[src/shared/host_port_defs.svh]
// constants of the host serial datagram port: timing counts and reset values
// assumes inclusion by bare name; holds definitions only
`ifndef HOST_PORT_DEFS_SVH
`define HOST_PORT_DEFS_SVH

// datagram geometry, msb first on the wire
`define DGRAM_BITS 32
`define DGRAM_MSB 31
`define DGRAM_COUNT_FULL 6'h20
`define REPLY_STATUS_BITS 8
`define REPLY_DATA_BITS 24

// shortest wait from a falling serial clock at the pin to the next out bit
`define SDO_MIN_DELAY_CYC 4
// cycles spent in the two sync stages, the edge compare and the arm flop
`define SDO_PIPE_CYC 4
// extra cycles of wait after the pipeline, derived from the two above
`define SDO_WAIT_CYC (2'(`SDO_MIN_DELAY_CYC - `SDO_PIPE_CYC))

// reset values: the datagram buffer clears, the chain clock prescaler loads fifteen
`define CHAIN_PRESCALER_RESET 4'hf
`define DGRAM_RESET 32'h0000_0000

// datagram that carries the chain clock prescaler (register space, rrs 0)
`define PRESCALER_ADDR 6'h3f
`define PRESCALER_LSB 0

`endif

[src/shared/host_port_pkg.sv]
// types of the host serial datagram port
// assumes host_port_defs.svh sits beside it on the include path
package host_port_pkg;

    // datagram as received from the host, bit 31 first on the wire
    typedef struct packed {
        logic rrs;              // 1 selects on-chip ram, 0 registers
        logic [5:0] address;    // register or ram address
        logic rw;               // 1 read, 0 write
        logic [23:0] data;      // write data, don't care on reads
    } datagram_t;

    // datagram returned to the host
    typedef struct packed {
        logic [7:0] status;     // status bits, sent first
        logic [23:0] data;      // requested read data
    } reply_t;

    // host pins after synchronisation
    typedef struct packed {
        logic sclk;
        logic select_n;
        logic sdi;
    } host_pins_t;

    typedef enum logic [0:0] {
        st_idle,
        st_receive
    } port_mode_t;

    // complete state of the port
    typedef struct packed {
        port_mode_t mode;
        logic sclk_q;
        logic select_n_q;
        logic [31:0] rx_shift;
        logic [5:0] bit_count;
        logic [31:0] tx_shift;
        logic shift_armed;
        logic [1:0] wait_count;
        datagram_t buffer;
        logic buffer_valid;
        logic chain_update;
        logic [3:0] chain_clock_prescaler;
    } port_regs_t;

endpackage

[src/rtl/host_pin_sync.sv]
// two-flop synchroniser for the three host serial inputs
// assumes the pins are asynchronous to core_clk; pins idle high
`timescale 1ns/10ps

module host_pin_sync
(
    input wire logic core_clk,                    // device clock
    input wire logic reset_n,                     // async reset, low
    input wire host_port_pkg::host_pins_t pins,   // raw pins
    output host_port_pkg::host_pins_t pins_sync   // second flop
);

    typedef struct packed {
        host_port_pkg::host_pins_t meta;
        host_port_pkg::host_pins_t stable;
    } sync_regs_t;

    sync_regs_t r_reg;
    sync_regs_t r_next;

    // meta feeds only the stable stage, nothing else looks at it
    always_comb
    begin
        r_next = r_reg;
        r_next.meta = pins;
        r_next.stable = r_reg.meta;
    end

    // reset to the idle level so no false edge appears at release
    always_ff @(posedge core_clk or negedge reset_n)
    begin
        if (!reset_n)
        begin
            r_reg <= {3'h7, 3'h7};
        end
        else
        begin
            r_reg <= r_next;
        end
    end

    assign pins_sync = r_reg.stable;

endmodule // host_pin_sync

[src/rtl/host_serial_datagram_port.sv]
// host-facing four-wire serial datagram port of the motion controller
// assumes serial pins asynchronous to core_clk, serial clock phases of at
// least three core_clk cycles, and an internal power-on reset on reset_n
`timescale 1ns/10ps
`include "host_port_defs.svh"

// Functional notes
// - host is master of this port; device masters the driver chain.
// - reset clears all bits, except chain clock prescaler loads fifteen, and the sclk and select copies and every pin synchroniser flop load high.
// - incoming bits collect in a 32-bit shift register.
// - one input bit shifts in on each of the first 32 rising serial clock edges of a frame.
// - select rising after 32 bits copies shift register into buffer, acted upon.
// - reply is captured as select falls, so read data returns on serial output during the next datagram.
// - next output bit appears at least four cycles after clock falls.
// - tristate output copy is undriven while select is high.
// - tristate copy never carries interrupt, only return data.
// - a configuration bit puts the interrupt straight on combined pin.
// - driver chain update requested only when new data arrives.
// - every exchange is exactly one 32-bit datagram.
// - with select high the combined pin shows active-low interrupt.
// - bits travel most significant first, least significant last.
// - reply holds read data low 24 bits, status high 8 bits.
// - read/write bit set means read, cleared means write.
module host_serial_datagram_port
(
    input wire logic core_clk,                  // device clock, 50 MHz
    input wire logic reset_n,                   // power-on reset, low
    input wire logic host_sclk,                 // serial clock pin
    input wire logic host_select_n,             // chip select pin, low
    input wire logic host_serial_in,            // serial data pin
    input wire logic irq_n,                     // interrupt, low active
    input wire logic irq_direct,                // pin carries irq only
    input wire logic [7:0] reply_status,        // status for the reply
    input wire logic [23:0] reply_data,         // read data for reply
    output logic irq_or_serial_out_pin,         // combined output pin
    output logic host_serial_out_tristate,      // tristate copy, data
    output logic host_serial_out_tristate_oe,   // tristate copy enable
    output host_port_pkg::datagram_t datagram,  // buffered datagram
    output logic datagram_valid,                // one-cycle strobe
    output logic chain_update,                  // chain send request
    output logic [3:0] chain_clock_prescaler    // chain clock divider
);

    host_port_pkg::host_pins_t pins_sync;
    host_port_pkg::port_regs_t r_reg;
    host_port_pkg::port_regs_t r_next;
    host_port_pkg::reply_t reply;
    logic sclk_rise;
    logic sclk_fall;
    logic select_fall;
    logic select_rise;
    logic selected;

    // raw pins are only read through the synchroniser
    host_pin_sync pin_sync
    (
        .core_clk(core_clk),
        .reset_n(reset_n),
        .pins({host_sclk, host_select_n, host_serial_in}),
        .pins_sync(pins_sync)
    );

    // edges of the synchronised pins against one more registered copy
    assign sclk_rise = !r_reg.sclk_q && pins_sync.sclk;
    assign sclk_fall = r_reg.sclk_q && !pins_sync.sclk;
    assign select_fall = r_reg.select_n_q && !pins_sync.select_n;
    assign select_rise = !r_reg.select_n_q && pins_sync.select_n;
    assign selected = (r_reg.mode == host_port_pkg::st_receive);

    // status on top, read data below, msb leaves first
    assign reply.status = reply_status;
    assign reply.data = reply_data;

    // next state of the whole port
    always_comb
    begin
        r_next = r_reg;
        r_next.sclk_q = pins_sync.sclk;
        r_next.select_n_q = pins_sync.select_n;
        r_next.buffer_valid = 1'b0;
        r_next.chain_update = 1'b0;
        unique case (r_reg.mode)
            host_port_pkg::st_idle:
            begin
                // reply captured as the frame opens so bit 31 is ready
                // before the first rising clock
                if (select_fall)
                begin
                    r_next.mode = host_port_pkg::st_receive;
                    r_next.bit_count = 6'h00;
                    r_next.tx_shift = reply;
                    r_next.shift_armed = 1'b0;
                    r_next.wait_count = 2'h0;
                end
            end
            host_port_pkg::st_receive:
            begin
                // extra clocks past 32 are ignored, not shifted in
                if (sclk_rise && (r_reg.bit_count != `DGRAM_COUNT_FULL))
                begin
                    r_next.rx_shift = {r_reg.rx_shift[30:0],
                        pins_sync.sdi};
                    r_next.bit_count = r_reg.bit_count + 6'h01;
                end
                // output moves only after the falling edge, never
                // within the wait, so the host keeps its sample window;
                // the first fall finds bit 31 already standing, so only
                // falls after a taken bit move the output on
                if (sclk_fall && (r_reg.bit_count != 6'h00))
                begin
                    r_next.shift_armed = 1'b1;
                    r_next.wait_count = 2'h0;
                end
                else if (r_reg.shift_armed)
                begin
                    if (r_reg.wait_count == `SDO_WAIT_CYC)
                    begin
                        r_next.tx_shift = {r_reg.tx_shift[30:0],
                            1'b0};
                        r_next.shift_armed = 1'b0;
                    end
                    else
                    begin
                        r_next.wait_count = r_reg.wait_count + 2'h1;
                    end
                end
                // short frames are dropped whole; long frames keep their first 32 bits
                if (select_rise)
                begin
                    r_next.mode = host_port_pkg::st_idle;
                    r_next.shift_armed = 1'b0;
                    if (r_reg.bit_count == `DGRAM_COUNT_FULL)
                    begin
                        r_next.buffer = r_reg.rx_shift;
                        r_next.buffer_valid = 1'b1;
                        // only writes bring new data for the chain
                        r_next.chain_update = !r_reg.rx_shift[24];
                        if (!r_reg.rx_shift[31] && !r_reg.rx_shift[24]
                            && (r_reg.rx_shift[30:25] == `PRESCALER_ADDR))
                        begin
                            r_next.chain_clock_prescaler =
                                r_reg.rx_shift[`PRESCALER_LSB +: 4];
                        end
                    end
                end
            end
        endcase
    end

    // everything clears at reset except the prescaler and the sclk and select copies, which load high
    always_ff @(posedge core_clk or negedge reset_n)
    begin
        if (!reset_n)
        begin
            r_reg <= '0;
            r_reg.sclk_q <= 1'b1;
            r_reg.select_n_q <= 1'b1;
            r_reg.buffer <= `DGRAM_RESET;
            r_reg.chain_clock_prescaler <= `CHAIN_PRESCALER_RESET;
        end
        else
        begin
            r_reg <= r_next;
        end
    end

    // combined pin: interrupt while idle or in direct mode, else data
    always_comb
    begin
        if (irq_direct || !selected)
        begin
            irq_or_serial_out_pin = irq_n;
        end
        else
        begin
            irq_or_serial_out_pin = r_reg.tx_shift[`DGRAM_MSB];
        end
    end

    // tristate copy carries data only, enabled only inside a frame
    assign host_serial_out_tristate = r_reg.tx_shift[`DGRAM_MSB];
    assign host_serial_out_tristate_oe = selected;
    assign datagram = r_reg.buffer;
    assign datagram_valid = r_reg.buffer_valid;
    assign chain_update = r_reg.chain_update;
    assign chain_clock_prescaler = r_reg.chain_clock_prescaler;

    // checks on the port behaviour
    property p_tristate_off;
        @(posedge core_clk) disable iff (!reset_n)
        (r_reg.select_n_q && pins_sync.select_n)
            |-> !host_serial_out_tristate_oe;
    endproperty
    a_tristate_off: assert property (p_tristate_off)
        else $error("tristate copy driven outside a frame");

    property p_idle_irq;
        @(posedge core_clk) disable iff (!reset_n)
        (r_reg.mode == host_port_pkg::st_idle || irq_direct)
            |-> (irq_or_serial_out_pin == irq_n);
    endproperty
    a_idle_irq: assert property (p_idle_irq)
        else $error("combined pin not showing interrupt");

    property p_tristate_data;
        @(posedge core_clk) disable iff (!reset_n)
        (selected && !irq_direct)
            |-> (host_serial_out_tristate == irq_or_serial_out_pin);
    endproperty
    a_tristate_data: assert property (p_tristate_data)
        else $error("tristate copy differs from frame data");

    property p_shift_in;
        @(posedge core_clk) disable iff (!reset_n)
        (selected && sclk_rise && r_reg.bit_count < `DGRAM_COUNT_FULL
            && !select_rise)
            |=> (r_reg.rx_shift[0] == $past(pins_sync.sdi))
            && (r_reg.bit_count == $past(r_reg.bit_count) + 6'h01);
    endproperty
    a_shift_in: assert property (p_shift_in)
        else $error("input bit not shifted on rising clock");

    property p_out_delay;
        @(posedge core_clk) disable iff (!reset_n)
        (selected && sclk_fall && r_reg.bit_count != 6'h00
            && !select_rise)
            |=> $stable(r_reg.tx_shift)
            ##1 (r_reg.tx_shift[31:1] == $past(r_reg.tx_shift[30:0], 2));
    endproperty
    a_out_delay: assert property (p_out_delay)
        else $error("output bit moved too early or not at all");

    property p_latch;
        @(posedge core_clk) disable iff (!reset_n)
        (selected && select_rise && r_reg.bit_count == `DGRAM_COUNT_FULL)
            |=> datagram_valid && (datagram == $past(r_reg.rx_shift));
    endproperty
    a_latch: assert property (p_latch)
        else $error("buffer not loaded at select release");

    property p_full_only;
        @(posedge core_clk) disable iff (!reset_n)
        datagram_valid |-> ($past(r_reg.bit_count) == `DGRAM_COUNT_FULL);
    endproperty
    a_full_only: assert property (p_full_only)
        else $error("datagram accepted with wrong length");

    property p_chain_write;
        @(posedge core_clk) disable iff (!reset_n)
        chain_update |-> (datagram_valid && !datagram.rw);
    endproperty
    a_chain_write: assert property (p_chain_write)
        else $error("chain update without a write datagram");

    property p_reply_load;
        @(posedge core_clk) disable iff (!reset_n)
        (r_reg.mode == host_port_pkg::st_idle && select_fall)
            |=> (r_reg.tx_shift == {$past(reply_status), $past(reply_data)});
    endproperty
    a_reply_load: assert property (p_reply_load)
        else $error("reply word not loaded at frame start");

    c_write: cover property (@(posedge core_clk) disable iff (!reset_n)
        datagram_valid && !datagram.rw);
    c_read: cover property (@(posedge core_clk) disable iff (!reset_n)
        datagram_valid && datagram.rw);
    c_short: cover property (@(posedge core_clk) disable iff (!reset_n)
        selected && select_rise && r_reg.bit_count != `DGRAM_COUNT_FULL);

endmodule // host_serial_datagram_port

[config.mk]
export PLATFORM = sky130hd
export DESIGN_NAME = host_serial_datagram_port
export DESIGN_NICKNAME = d
export VERILOG_FILES = /design/src/shared/host_port_pkg.sv /design/src/rtl/host_pin_sync.sv /design/src/rtl/host_serial_datagram_port.sv
export VERILOG_INCLUDE_DIRS = /design/src /design/src/shared
export SDC_FILE = /design/constraint.sdc
export NUM_CORES = 1
export LEC_CHECK = 0
export ABC_AREA = 1
export BUFFER_PORTS_ARGS = -buffer_cell sky130_fd_sc_hd__buf_2
export CAP_MARGIN = 20
export CORE_MARGIN = 3
export CORE_UTILIZATION = 51
export DETAILED_ROUTE_END_ITERATION = 6
export MAX_ROUTING_LAYER = met4
export PLACE_DENSITY = 0.75
export SYNTH_ARGS = -nofsm -noshare
export SYNTH_HDL_FRONTEND = slang
export SYNTH_SLANG_ARGS = --single-unit
[constraint.sdc]
create_clock -name core_clk -period 1.5 [get_ports core_clk]
set_clock_uncertainty 0.05 [all_clocks]
set_input_delay 0 -clock core_clk [delete_from_list [all_inputs] [get_ports core_clk]]
set_output_delay 0 -clock core_clk [all_outputs]
set_load 0.03 [all_outputs]
## Word-level counts from Yosys, hierarchy flattened

Cells that the tools add are included.

- Bits in registers: 120
- Bits in latches: 0
- Bits in writable memories: 0
- ROM bits: 0
- Word-level logic and storage cells: 75
- Memories: 0

- Add/subtract/negate cells: 2
- Multipliers: 0
- Div/mod/pow operators: 0
- $lt $le $gt $ge: 0
- Equality and inequality tests: 10
- Shift operators: 0
- Muxes and demuxes: 17
- Bitwise logic cells: 1
- Reduce and logical (&&, ||, !) cells: 24

Operators with widths:

| kind | count |
|---|---|
| 41-bit one-hot mux with 2 select lines | 1 |
| 41-bit 2-to-1 mux | 1 |
| 35-bit 2-to-1 mux | 1 |
| 33-bit 2-to-1 mux | 1 |
| 32-bit 2-to-1 mux | 1 |
| 6-bit 2-to-1 mux | 4 |
| 6-bit == test (second input constant) | 2 |
| 1-bit logical AND | 8 |
| 4-bit AND reduction | 2 |
| 1-bit logical NOT | 7 |
| 6-bit by 1-bit adder with 6-bit output (second input constant) | 1 |
| 2-bit inequality test (second input constant) | 3 |
| 6-bit inequality test (second input constant) | 1 |
| 3-bit AND reduction | 2 |
| 6-bit nonzero test | 1 |
| 1-bit 2-to-1 mux | 4 |
| 4-bit 2-to-1 mux | 1 |
| 2-bit by 1-bit inequality test with 1-bit output (second input constant) | 2 |
| 2-bit AND reduction | 2 |
| 3-bit 2-to-1 mux | 1 |
| 3-bit by 2-bit inequality test with 1-bit output (second input constant) | 1 |
| 3-bit inequality test (second input constant) | 1 |
| 2-bit by 1-bit adder with 2-bit output (second input constant) | 1 |
| 2-bit logical NOT | 1 |
| 4 further kinds | 4 |

## Logic depth before layout (Yosys ltp)

Gate-level depths: netlist of the first run.

- Depth after elaboration: 7
- Depth in mapped cells: 9
- Depth with buffers taken out: 9

## Modules after synthesis

Synthesis of the first run repeated with hierarchy kept, for this count alone.

- Cells, all modules: 600
- Area, all modules: 5499.0 µm²

By module, submodules not included:

| module | times used | cells each | area an instance (µm²) | sequential area each (µm²) |
|---|---|---|---|---|
| host_serial_datagram_port | 1 | 594 | 5341.4 | 2860.2 |
| host_pin_sync | 1 | 6 | 157.7 | 157.7 |

## Worst setup path after synthesis of the first run

Ideal clock, no wire load.

- Path type: register -> output
- Start point: register r_reg, in the netlist host_serial_out_tristate_oe
- End point: output port irq_or_serial_out_pin
- Data arrival time: 1705 ps
- Data required time: 1450 ps
- Slack: -255 ps
- Cell stages (with the launch flop): 8
- Cells stage by stage: dfrtp_1 buf_4 inv_1 buf_2 buf_2 nor2_1 nor2_1 a21oi_1

- Longest elaborated chain between the ends: 3

Ends and longest elaborated chain:

| item | line | text |
|---|---|---|
| start: declaration | host_serial_datagram_port.sv:45 | `host_port_pkg::port_regs_t r_reg;` |
| start signal: assignment | host_serial_datagram_port.sv:163 | `r_reg <= r_next;` |
| 1-bit logical NOT | host_serial_datagram_port.sv:170 | `if (irq_direct \|\| !selected)` |
| 1-bit logical OR | host_serial_datagram_port.sv:170 |  |
| 1-bit 2-to-1 mux | host_serial_datagram_port.sv:170 |  |
| end: declaration | host_serial_datagram_port.sv:35 | `output logic irq_or_serial_out_pin,` |

Every way passes these cells.

## Worst setup path in the final report of the first run

- Start point: register r_reg[38] (netlist name)
- End point: register r_reg[58] (netlist name)

- Longest elaborated chain between the ends: 3

Ends and longest elaborated chain:

| item |
|---|
| 2-bit logical NOT (no source line) |
| 2-bit by 1-bit inequality test with 1-bit output (no source line) |
| 4-bit AND reduction (no source line) |

Every way passes these cells.
A chain may end at the register's enable or synchronous reset.

==> results of run 1 <==
cell usage in the layout (no fill, tap or decap), types with 2 or more instances in the layout:
cell type      instances
dfrtp_1              107
nand2_1              101
buf_2                 77
inv_1                 70
o21ai_2               64
o21ai_1               46
dlygate4sd3_1         37
nand2_2               29
nand2_4               26
clkbuf_16             24
o21ai_0               18
buf_4                 18
dfstp_2               12
nand3_1               11
buf_12                11
nor2_1                10
buf_6                  8
inv_2                  6
nand4_1                6
nor2_4                 5
bufinv_16              5
buf_16                 5
a21oi_1                3
nand2_8                3
clkinv_2               3
nand3_4                2
inv_6                  2
xnor2_1                2
nand3_2                2
clkbuf_8               2
clkinvlp_4             2
clkbuf_1               2
critical path, cell delays in order, from the launching register on:
cell,delay [ns]
dfrtp_1,0.38
inv_1,0.12
ha_2,0.22
nand3_2,0.12
buf_6,0.22
o21ai_0,0.45
nand2_4,0.09
o21ai_2,0.07
routing by layer:
| metal | GRT usage | vias to the layer above | share of wire |
|---|---|---|---|
| met2 | 0.381 | 287 | 0.51 |
| met1 | 0.258 | 2360 | 0.37 |
| met5 | - | - | 0 |
| met4 | 0.142 | 0 | 0.056 |
| met3 | 0.0564 | 86 | 0.063 |
| li1 | - | 2106 | - |
kinds of logic after synthesis:
group	Yosys count
compound gates	134
fa+ha+maj	3
xor+xnor	3
buf+inv	141
simple gates	199
flops	120
final timing paths:
kind | depth (start not counted) | end
setup / recovery | 7 | r_reg[58]$_DFFE_PN0P_
hold / removal | 2 | pin_sync.r_next[2]$_DFF_PN1_
setup reg to reg | 7 | r_reg[58]$_DFFE_PN0P_
hold reg to reg | 0 | pin_sync.pins_sync[2]$_DFF_PN1_
max in group asynchronous | 4 | pin_sync.pins_sync[2]$_DFF_PN1_
min in group asynchronous | 3 | datagram[25]$_DFFE_PN0P_
report_power, final:
| part | internal (uW) | switching, uW |
|---|---|---|
| registers | 3700 | 272 |
| clock network | 2910 | 1550 |
| logic | 1010 | 1440 |
per-stage QoR:
step,std cells,setup WS [ns],hold slack (ns)
final,872,-0.284,0.0673
after global routing,871,-0.322,0.0635
after CTS,856,-0.0806,0.0440
after detailed placement,775,-0.104,-0.0936
after global placement,775,-0.00566,-0.0952
after floorplan,600,0.00276,-0.346
layout make-up:
cell class                 instances  share of cell area
antenna                            1            0.000316
clock buffer                      20              0.0549
clock inverter                    12              0.0249
inverter                          78              0.0385
multi-input combinational        340               0.281
sequential                       120               0.381
tap                              136              0.0215
timing repair buffer             165               0.198
what timing repair did:
item,4_1_cts,5_1_grt
cloned,6,11
hold buffers,37,0
pin swaps,1,8
setup endpoints to repair,104,108
setup buffers,6,5
gates resized for setup,28,146
endpoints found under the hold margin,150,0
==> flow_summary.ini, run 1 <==
[outcome]
status = finished with violations
violations = negative setup slack

[synthesis]
synth-seq-cells = 120
yosysSeqAreaShare = 0.549
synth_enable_flop_cells = 0
synth_cell_types = 32
async_flop_share = 1.00
netlist.area_leader.share = 0.491
synth.avg_cell_area_um2 = 9.17
synth_area_leaders = dfrtp_1 (49%), nand2_1 (11%), dfstp_2 (5.7%)
synth_mux_area_frac = 0
postSynthCellCount = 600
synth_area_leader_cell = dfrtp_1
synth_fa_ha_area_frac = 0.00683
synth_xor_area_frac = 0.00478
synth_simple_gate_area_frac = 0.154
synth.most_common_cell = nand2_1
synth_top_family_by_area = simple AND/OR/NAND/NOR gates
yosysWarnings = 0
ys_top_cells_by_count = nand2_1 (154), dfrtp_1 (108), inv_1 (76), o21ai_1 (59), buf_4 (42)
syn_nets = 642
syn-cell-area_um2 = 5500
synthFlopType = dfrtp_1
synth_compound_area_frac = 0.144

[route]
drt-total-wl_um = 16800
drtAntennaViolNets = 0
drt_iter0_drc = 424
wl_per_cell_um = 19.3
dr.pass1.iters = 5
routed_via_density = 5.55
drc = 0
dr_total_vias = 4839

[min_path]
worstHoldStart = host_sclk
min_path_type = in -> reg

[sta]
fin_crit_sh = 1.19
finalMaxSlewViolations = 0
slew_headroom = 0.651
max_freq_mhz = 560
fin_setup_tns_ns = -12.50
final_hold_viol_count = 0
tightest_slew_ns = 0.518
finalWorstSetupSlack_ns = -0.284
finalCriticalPeriod_ns = 1.78
rsz0062_at_grt = true
final-setup-viol-count = 109

[global_routing]
grt_pass1_wl_um = 20800
antenna_found_initial = 0
grt.total_usage = 0.234
grt_pass1_vias = 4518
grt_max_degree = 44
grt_overflow = 0

[power]
peakVddDrop_v = 0.000837
total_power_uw = 10900
leakage_uw = 0.00394
p_per_area_nw_per_um2 = 1370

[critical_path]
end_kind = flop
critical_path_class = reg -> reg
path_max_fanout = 30
start_kind = flop
worst_ep_required_time_ns = 1.92
r2r_setup_slack_ns = -0.28
crit_path_start = r_reg[38]$_DFFE_PN0P_
cp.arrival_ns = 2.20
rr_startpoint = r_reg[38]$_DFFE_PN0P_

[die]
start_util = 0.528
die_area_um2 = 12100
die_w_um = 110
ios = 80
rows = 37
core_um2 = 10400
die_y_um = 110

[layout]
nFillCells = 598
multiInputGateArea_um2 = 2220
seqCellArea_um2 = 3020
largest_reg_flops = 74
final_area_um2 = 7930
drive_gt1_frac = 0.433
area_growth_pct = 44.1
utilization = 0.761
nets = 764

[place]
port_buffers = 79
postPlaceCellArea_um2 = 5910
dpl.hpwl_um = 6730
place_congestion = 0.834

[clock_tree]
numCtsBuffers = 17
clk_pin_slew_ns = 0.07
cts_root_buf = clkbuf_8
cts_max_level = 4
clock-sinks = 120
cts_buffer_depth = 2
cts_tree = built
clock_latency_ns = 0.54

[run]
maxCapViolations = 0
Note: power is estimated with default switching activity, not from simulation.
==> inputs of run 2 (changes only) <==
--- a/config.mk
+++ b/config.mk
@@ -10,10 +10,11 @@
 export BUFFER_PORTS_ARGS = -buffer_cell sky130_fd_sc_hd__buf_2
 export CAP_MARGIN = 20
 export CORE_MARGIN = 3
-export CORE_UTILIZATION = 51
+export CORE_UTILIZATION = 50
+export CTS_CLUSTER_DIAMETER = 100
 export DETAILED_ROUTE_END_ITERATION = 6
 export MAX_ROUTING_LAYER = met4
-export PLACE_DENSITY = 0.75
+export PLACE_DENSITY = 0.74
 export SYNTH_ARGS = -nofsm -noshare
 export SYNTH_HDL_FRONTEND = slang
 export SYNTH_SLANG_ARGS = --single-unit
==> flow_summary.ini, run 2 (synthesis gave the netlist of run 1 again) <==
[sta]
slew_headroom = 0.681
final_hold_viol_count = 0
finalMaxSlewViolations = 0
holdWs_ns = 0.0670
rsz0062_at_grt = true
final-setup-viol-count = 76
max_freq_mhz = 590
finalCriticalPeriod_ns = 1.69
fin_setup_tns_ns = -4.85
tightest_slew_ns = 0.478
fin_crit_sh = 1.13
finalWorstSetupSlack_ns = -0.194

[critical_path]
rr_startpoint = r_reg[73]$_DFFE_PN0P_
worst_ep_required_time_ns = 1.83
r2r_setup_slack_ns = -0.19
reg2reg_depth = 7
cp.arrival_ns = 2.02
r2r_end = r_reg[77]$_DFFE_PN0P_
critical_path_class = reg -> reg
end_kind = flop
path_max_fanout = 4
start_kind = flop
critPathSlowestCell = dfrtp_1
slowest_delay_ns = 0.38
path_cells = buf_4, ha_1, nand3_1, xor2_1, nor2_1, nand2_1, o21ai_0

[global_routing]
grt_pass1_wl_um = 20100
grt_pass1_vias = 4264
antenna_found_initial = 1
grt_max_degree = 46
grt_overflow = 0
grt.total_usage = 0.208

[clock_tree]
cts_tree = built
cts_root_buf = clkbuf_8
clock_latency_ns = 0.52
clk_pin_slew_ns = 0.06
clock-sinks = 120
cts_buffer_depth = 2
cts_max_level = 4
numCtsBuffers = 17

[layout]
nets = 759
area_growth_pct = 35.3
utilization = 0.708
final_area_um2 = 7440
final_common_cell = nand2_1
nFillCells = 652
final_cell_mix = nand2_1 (135), dfrtp_1 (107), buf_2 (76)
drive_gt1_frac = 0.342
largest_reg_flops = 74

[outcome]
violations = negative setup slack
status = finished with violations

[power]
leakage_uw = 0.00357
p_per_area_nw_per_um2 = 1300
peakVddDrop_v = 0.000729

[min_path]
worstHoldStart = host_sclk
min_path_type = in -> reg
min_to = pin_sync.r_next[2]$_DFF_PN1_
worstHoldPathCells = 2

[run]
maxCapViolations = 0

[die]
die_area_um2 = 12300
ios = 80
start_util = 0.523
die_w_um = 111
rows = 37
die_y_um = 111
core_um2 = 10500

[route]
drtAntennaViolNets = 0
dr_total_vias = 4738
drt_iter0_drc = 439
dr.pass1.iters = 6
routed_via_density = 5.46
drc = 0
drt-total-wl_um = 15400
wl_per_cell_um = 17.8

[place]
dp_slack_ns = -0.0960
port_buffers = 79
place_congestion = 0.809
dpl.hpwl_um = 6930
postPlaceCellArea_um2 = 5890
-- run 2: cell types whose count changed in the layout (fill, tap and decap cells not counted), moves of 3 or more --
cell and change:
nand2_4 -22, clkbuf_16 +3, nand2_2 -12, o21ai_1 +16, buf_16 -5, o21ai_2 -31
bufinv_16 -4, o21ai_0 +15, nand2_1 +34, clkinv_2 +4
-- run 2: repair_timing --
action | CTS | global route
buffers inserted | 4 | 3
endpoints found under the hold margin | 153 | 0
cloned | 1 | 15
setup endpoints to repair | 101 | 108
resized for setup | 14 | 56
hold buffers | 37 | 0
pin swaps | 2 | 10
-- run 2: cell type report --
type	instances	area, um^2	area share
Timing Repair Buffer	160	1490	0.200
Multi-Input combinational cell	340	1910	0.257
Tap cell	136	170	0.0229
Clock buffer	19	442	0.0593
Sequential cell	120	3020	0.406
Antenna cell	2	5.00	0.000672
Clock inverter	13	105	0.0141
Inverter	78	305	0.0410
-- run 2: critical path: cells and delay by family, from the launching register on --
| kind | cells | cell delay [ns] |
|---|---|---|
| DFF | 1 | 0.38 |
| and+or+nand+nor | 3 | 0.33 |
| xor gates and xnor gates | 1 | 0.29 |
| adders and majority gates | 1 | 0.23 |
| buffers and inverters | 1 | 0.15 |
| AOI/OAI and AO/OA | 1 | 0.13 |
-- run 2: metrics by stage --
step / std cells / total power, uW
3_5_place_dp: 774 / 5310
3_3_place_gp: 774 / 5240
2_1_floorplan: 600 / 4830
5_1_grt: 867 / 10000
4_1_cts: 848 / 9230
6_report: 868 / 9670
-- run 2: where the power goes --
group	leakage (uW)	switching (uW)	total (uW)	internal, uW
clock	0.000269	1480	3750	2260
combinational	0.00171	1160	1980	821
sequential	0.00159	249	3950	3700
-- run 2: worst max path at each step --
stage                                                      from                        to  slack (ns)  cells after the start
final                                     r_reg[73]$_DFFE_PN0P_     r_reg[77]$_DFFE_PN0P_       -0.19                      7
after global routing                      r_reg[73]$_DFFE_PN0P_     r_reg[77]$_DFFE_PN0P_       -0.24                      7
after CTS                 host_serial_out_tristate_oe$_DFF_PN0_     irq_or_serial_out_pin       -0.06                      6
after detailed placement                  r_reg[73]$_DFFE_PN0P_     r_reg[74]$_DFFE_PN0P_        -0.1                      7
after global placement                    r_reg[73]$_DFFE_PN0P_  datagram[24]$_DFFE_PN0P_        0.02                      8
after floorplan                           r_reg[73]$_DFFE_PN0P_  datagram[19]$_DFFE_PN0P_       0.003                      8
-- run 2: layer usage --
| metal | part of all wire | vias up | global-route usage |
|---|---|---|---|
| met5 | 0 | - | - |
| met4 | 0.050 | 0 | 0.102 |
| met3 | 0.055 | 77 | 0.0524 |
| met2 | 0.51 | 226 | 0.336 |
| met1 | 0.38 | 2340 | 0.243 |
| li1 | - | 2095 | - |
==> inputs of run 3 (changes only) <==
--- a/config.mk
+++ b/config.mk
@@ -15,6 +15,7 @@
 export DETAILED_ROUTE_END_ITERATION = 6
 export MAX_ROUTING_LAYER = met4
 export PLACE_DENSITY = 0.74
+export RECOVER_POWER = 100
 export SYNTH_ARGS = -nofsm -noshare
 export SYNTH_HDL_FRONTEND = slang
 export SYNTH_SLANG_ARGS = --single-unit
==> flow_summary.ini, run 3 (synthesis gave the netlist of run 1 again) <==
[route]
dr_total_vias = 4689
dr.pass1.iters = 6
drt_iter0_drc = 390
drc = 0
routed_via_density = 5.40
drt-total-wl_um = 15400
drtAntennaViolNets = 0
wl_per_cell_um = 17.7

[critical_path]
end_kind = flop
critPathSlowestCell = dfrtp_1
path_max_fanout = 4
slowest_delay_ns = 0.38
cp.arrival_ns = 2.01
r2r_end = r_reg[77]$_DFFE_PN0P_
crit_end = r_reg[77]$_DFFE_PN0P_
critical_path_class = reg -> reg
reg2reg_depth = 7
path_cells = buf_4, ha_1, nand3_1, xor2_1, nor2_1, nand2_1, o21ai_0
start_kind = flop
worst_ep_required_time_ns = 1.83
rr_startpoint = r_reg[73]$_DFFE_PN0P_
r2r_setup_slack_ns = -0.19
crit_path_start = r_reg[73]$_DFFE_PN0P_

[power]
peakVddDrop_v = 0.000727
leakage_uw = 0.00339
p_per_area_nw_per_um2 = 1310
total_power_uw = 9640

[global_routing]
grt_overflow = 0
grt_pass1_vias = 4264
grt.total_usage = 0.208
antenna_found_initial = 1
grt_pass1_wl_um = 20100
grt_max_degree = 46

[die]
die_area_um2 = 12300
ios = 80
core_um2 = 10500
die_w_um = 111
rows = 37
die_y_um = 111
start_util = 0.523

[sta]
fin_setup_tns_ns = -4.90
holdWs_ns = 0.0709
tightest_slew_ns = 0.444
rsz0062_at_grt = true
finalCriticalPeriod_ns = 1.69
fin_crit_sh = 1.13
max_freq_mhz = 593
finalMaxSlewViolations = 0
finalWorstSetupSlack_ns = -0.188
slew_headroom = 0.704
final-setup-viol-count = 74
final_hold_viol_count = 0

[layout]
nets = 759
largest_reg_flops = 74
seqCellArea_um2 = 3020
drive_gt1_frac = 0.288
multiInputGateArea_um2 = 1910
final_common_cell = nand2_1
nFillCells = 680
final_cell_mix = nand2_1 (135), dfrtp_1 (107), inv_1 (70)
area_growth_pct = 34.1
utilization = 0.702

[clock_tree]
cts_buffer_depth = 2
numCtsBuffers = 17
clock_latency_ns = 0.52
clock-sinks = 120
clk_pin_slew_ns = 0.06
cts_root_buf = clkbuf_8
cts_max_level = 4
cts_tree = built

[min_path]
min_path_type = in -> reg

[outcome]
status = finished with violations
violations = negative setup slack

[place]
dp_slack_ns = -0.0960
place_congestion = 0.809
dpl.hpwl_um = 6930
port_buffers = 79

[run]
maxCapViolations = 0
-- run 3: cell count changes in the layout (fill, tap and decap cells not counted), sizes merged --
| cell | previous run | this run |
|---|---|---|
| diode | 2 | 3 |
| buf | 111 | 72 |
| clkbuf | 30 | 69 |
-- run 3: how the worst min path moves through the flow --
| stage | startpoint | endpoint | slack, ns | cells after the start |
|---|---|---|---|---|
| 3_3_place_gp | reset_n | datagram[22]$_DFFE_PN0P_ | -0.06 | 1 |
| 6_report | host_sclk | pin_sync.r_next[2]$_DFF_PN1_ | 0.07 | 2 |
| 3_5_place_dp | reset_n | datagram[22]$_DFFE_PN0P_ | -0.05 | 1 |
| 4_1_cts | host_sclk | pin_sync.r_next[2]$_DFF_PN1_ | 0.05 | 2 |
| 2_1_floorplan | reset_n | chain_update$_DFF_PN0_ | -0.35 | 0 |
| 5_1_grt | host_sclk | pin_sync.r_next[2]$_DFF_PN1_ | 0.08 | 2 |
-- run 3: worst max-delay path, delay by kind of cell, from the launching register on --
kind                     cells  cell delay, ns
flip-flops                   1            0.38
AND/OR/NAND/NOR              3            0.33
XOR/XNOR                     1            0.29
adder cells (fa/ha/maj)      1            0.23
buffers and inverters        1            0.15
AO/OA/AOI/OAI                1            0.13
-- run 3: final cells by class --
type                       count  area share
multi-input combinational    340       0.259
clock inverter                13      0.0143
clock buffer                  19      0.0599
inverter                      78      0.0414
sequential                   120       0.409
timing repair buffer         160       0.192
antenna                        3     0.00102
tap                          136      0.0231
-- run 3: routing by layer --
layer  share of wire  up-vias  track usage
li1                -     2099            -
met1            0.38     2299        0.243
met2            0.52      224        0.336
met3           0.057       67       0.0524
met4           0.048        0        0.102
met5               0        -            -
-- run 3: power breakdown --
group	leakage [uW]	internal [uW]	total (uW)	switching, uW
clock network	0.000269	2260	3740	1480
registers	0.00159	3700	3940	246
logic	0.00154	811	1960	1150
-- run 3: timing repair --
item	in CTS	in global routing
gates cloned	1	15
buffers inserted	4	3
setup endpoints to repair	101	108
pin swaps	2	10
hold buffers	37	0
endpoints found under the hold margin	153	0
gates resized for setup	14	56
-- run 3: per-stage QoR --
step / instances / area, um^2
detailed placement: 774 / 5890
CTS: 848 / 6910
global placement: 774 / 5890
finish: 869 / 7370
floorplan: 600 / 5510
global route: 867 / 7370
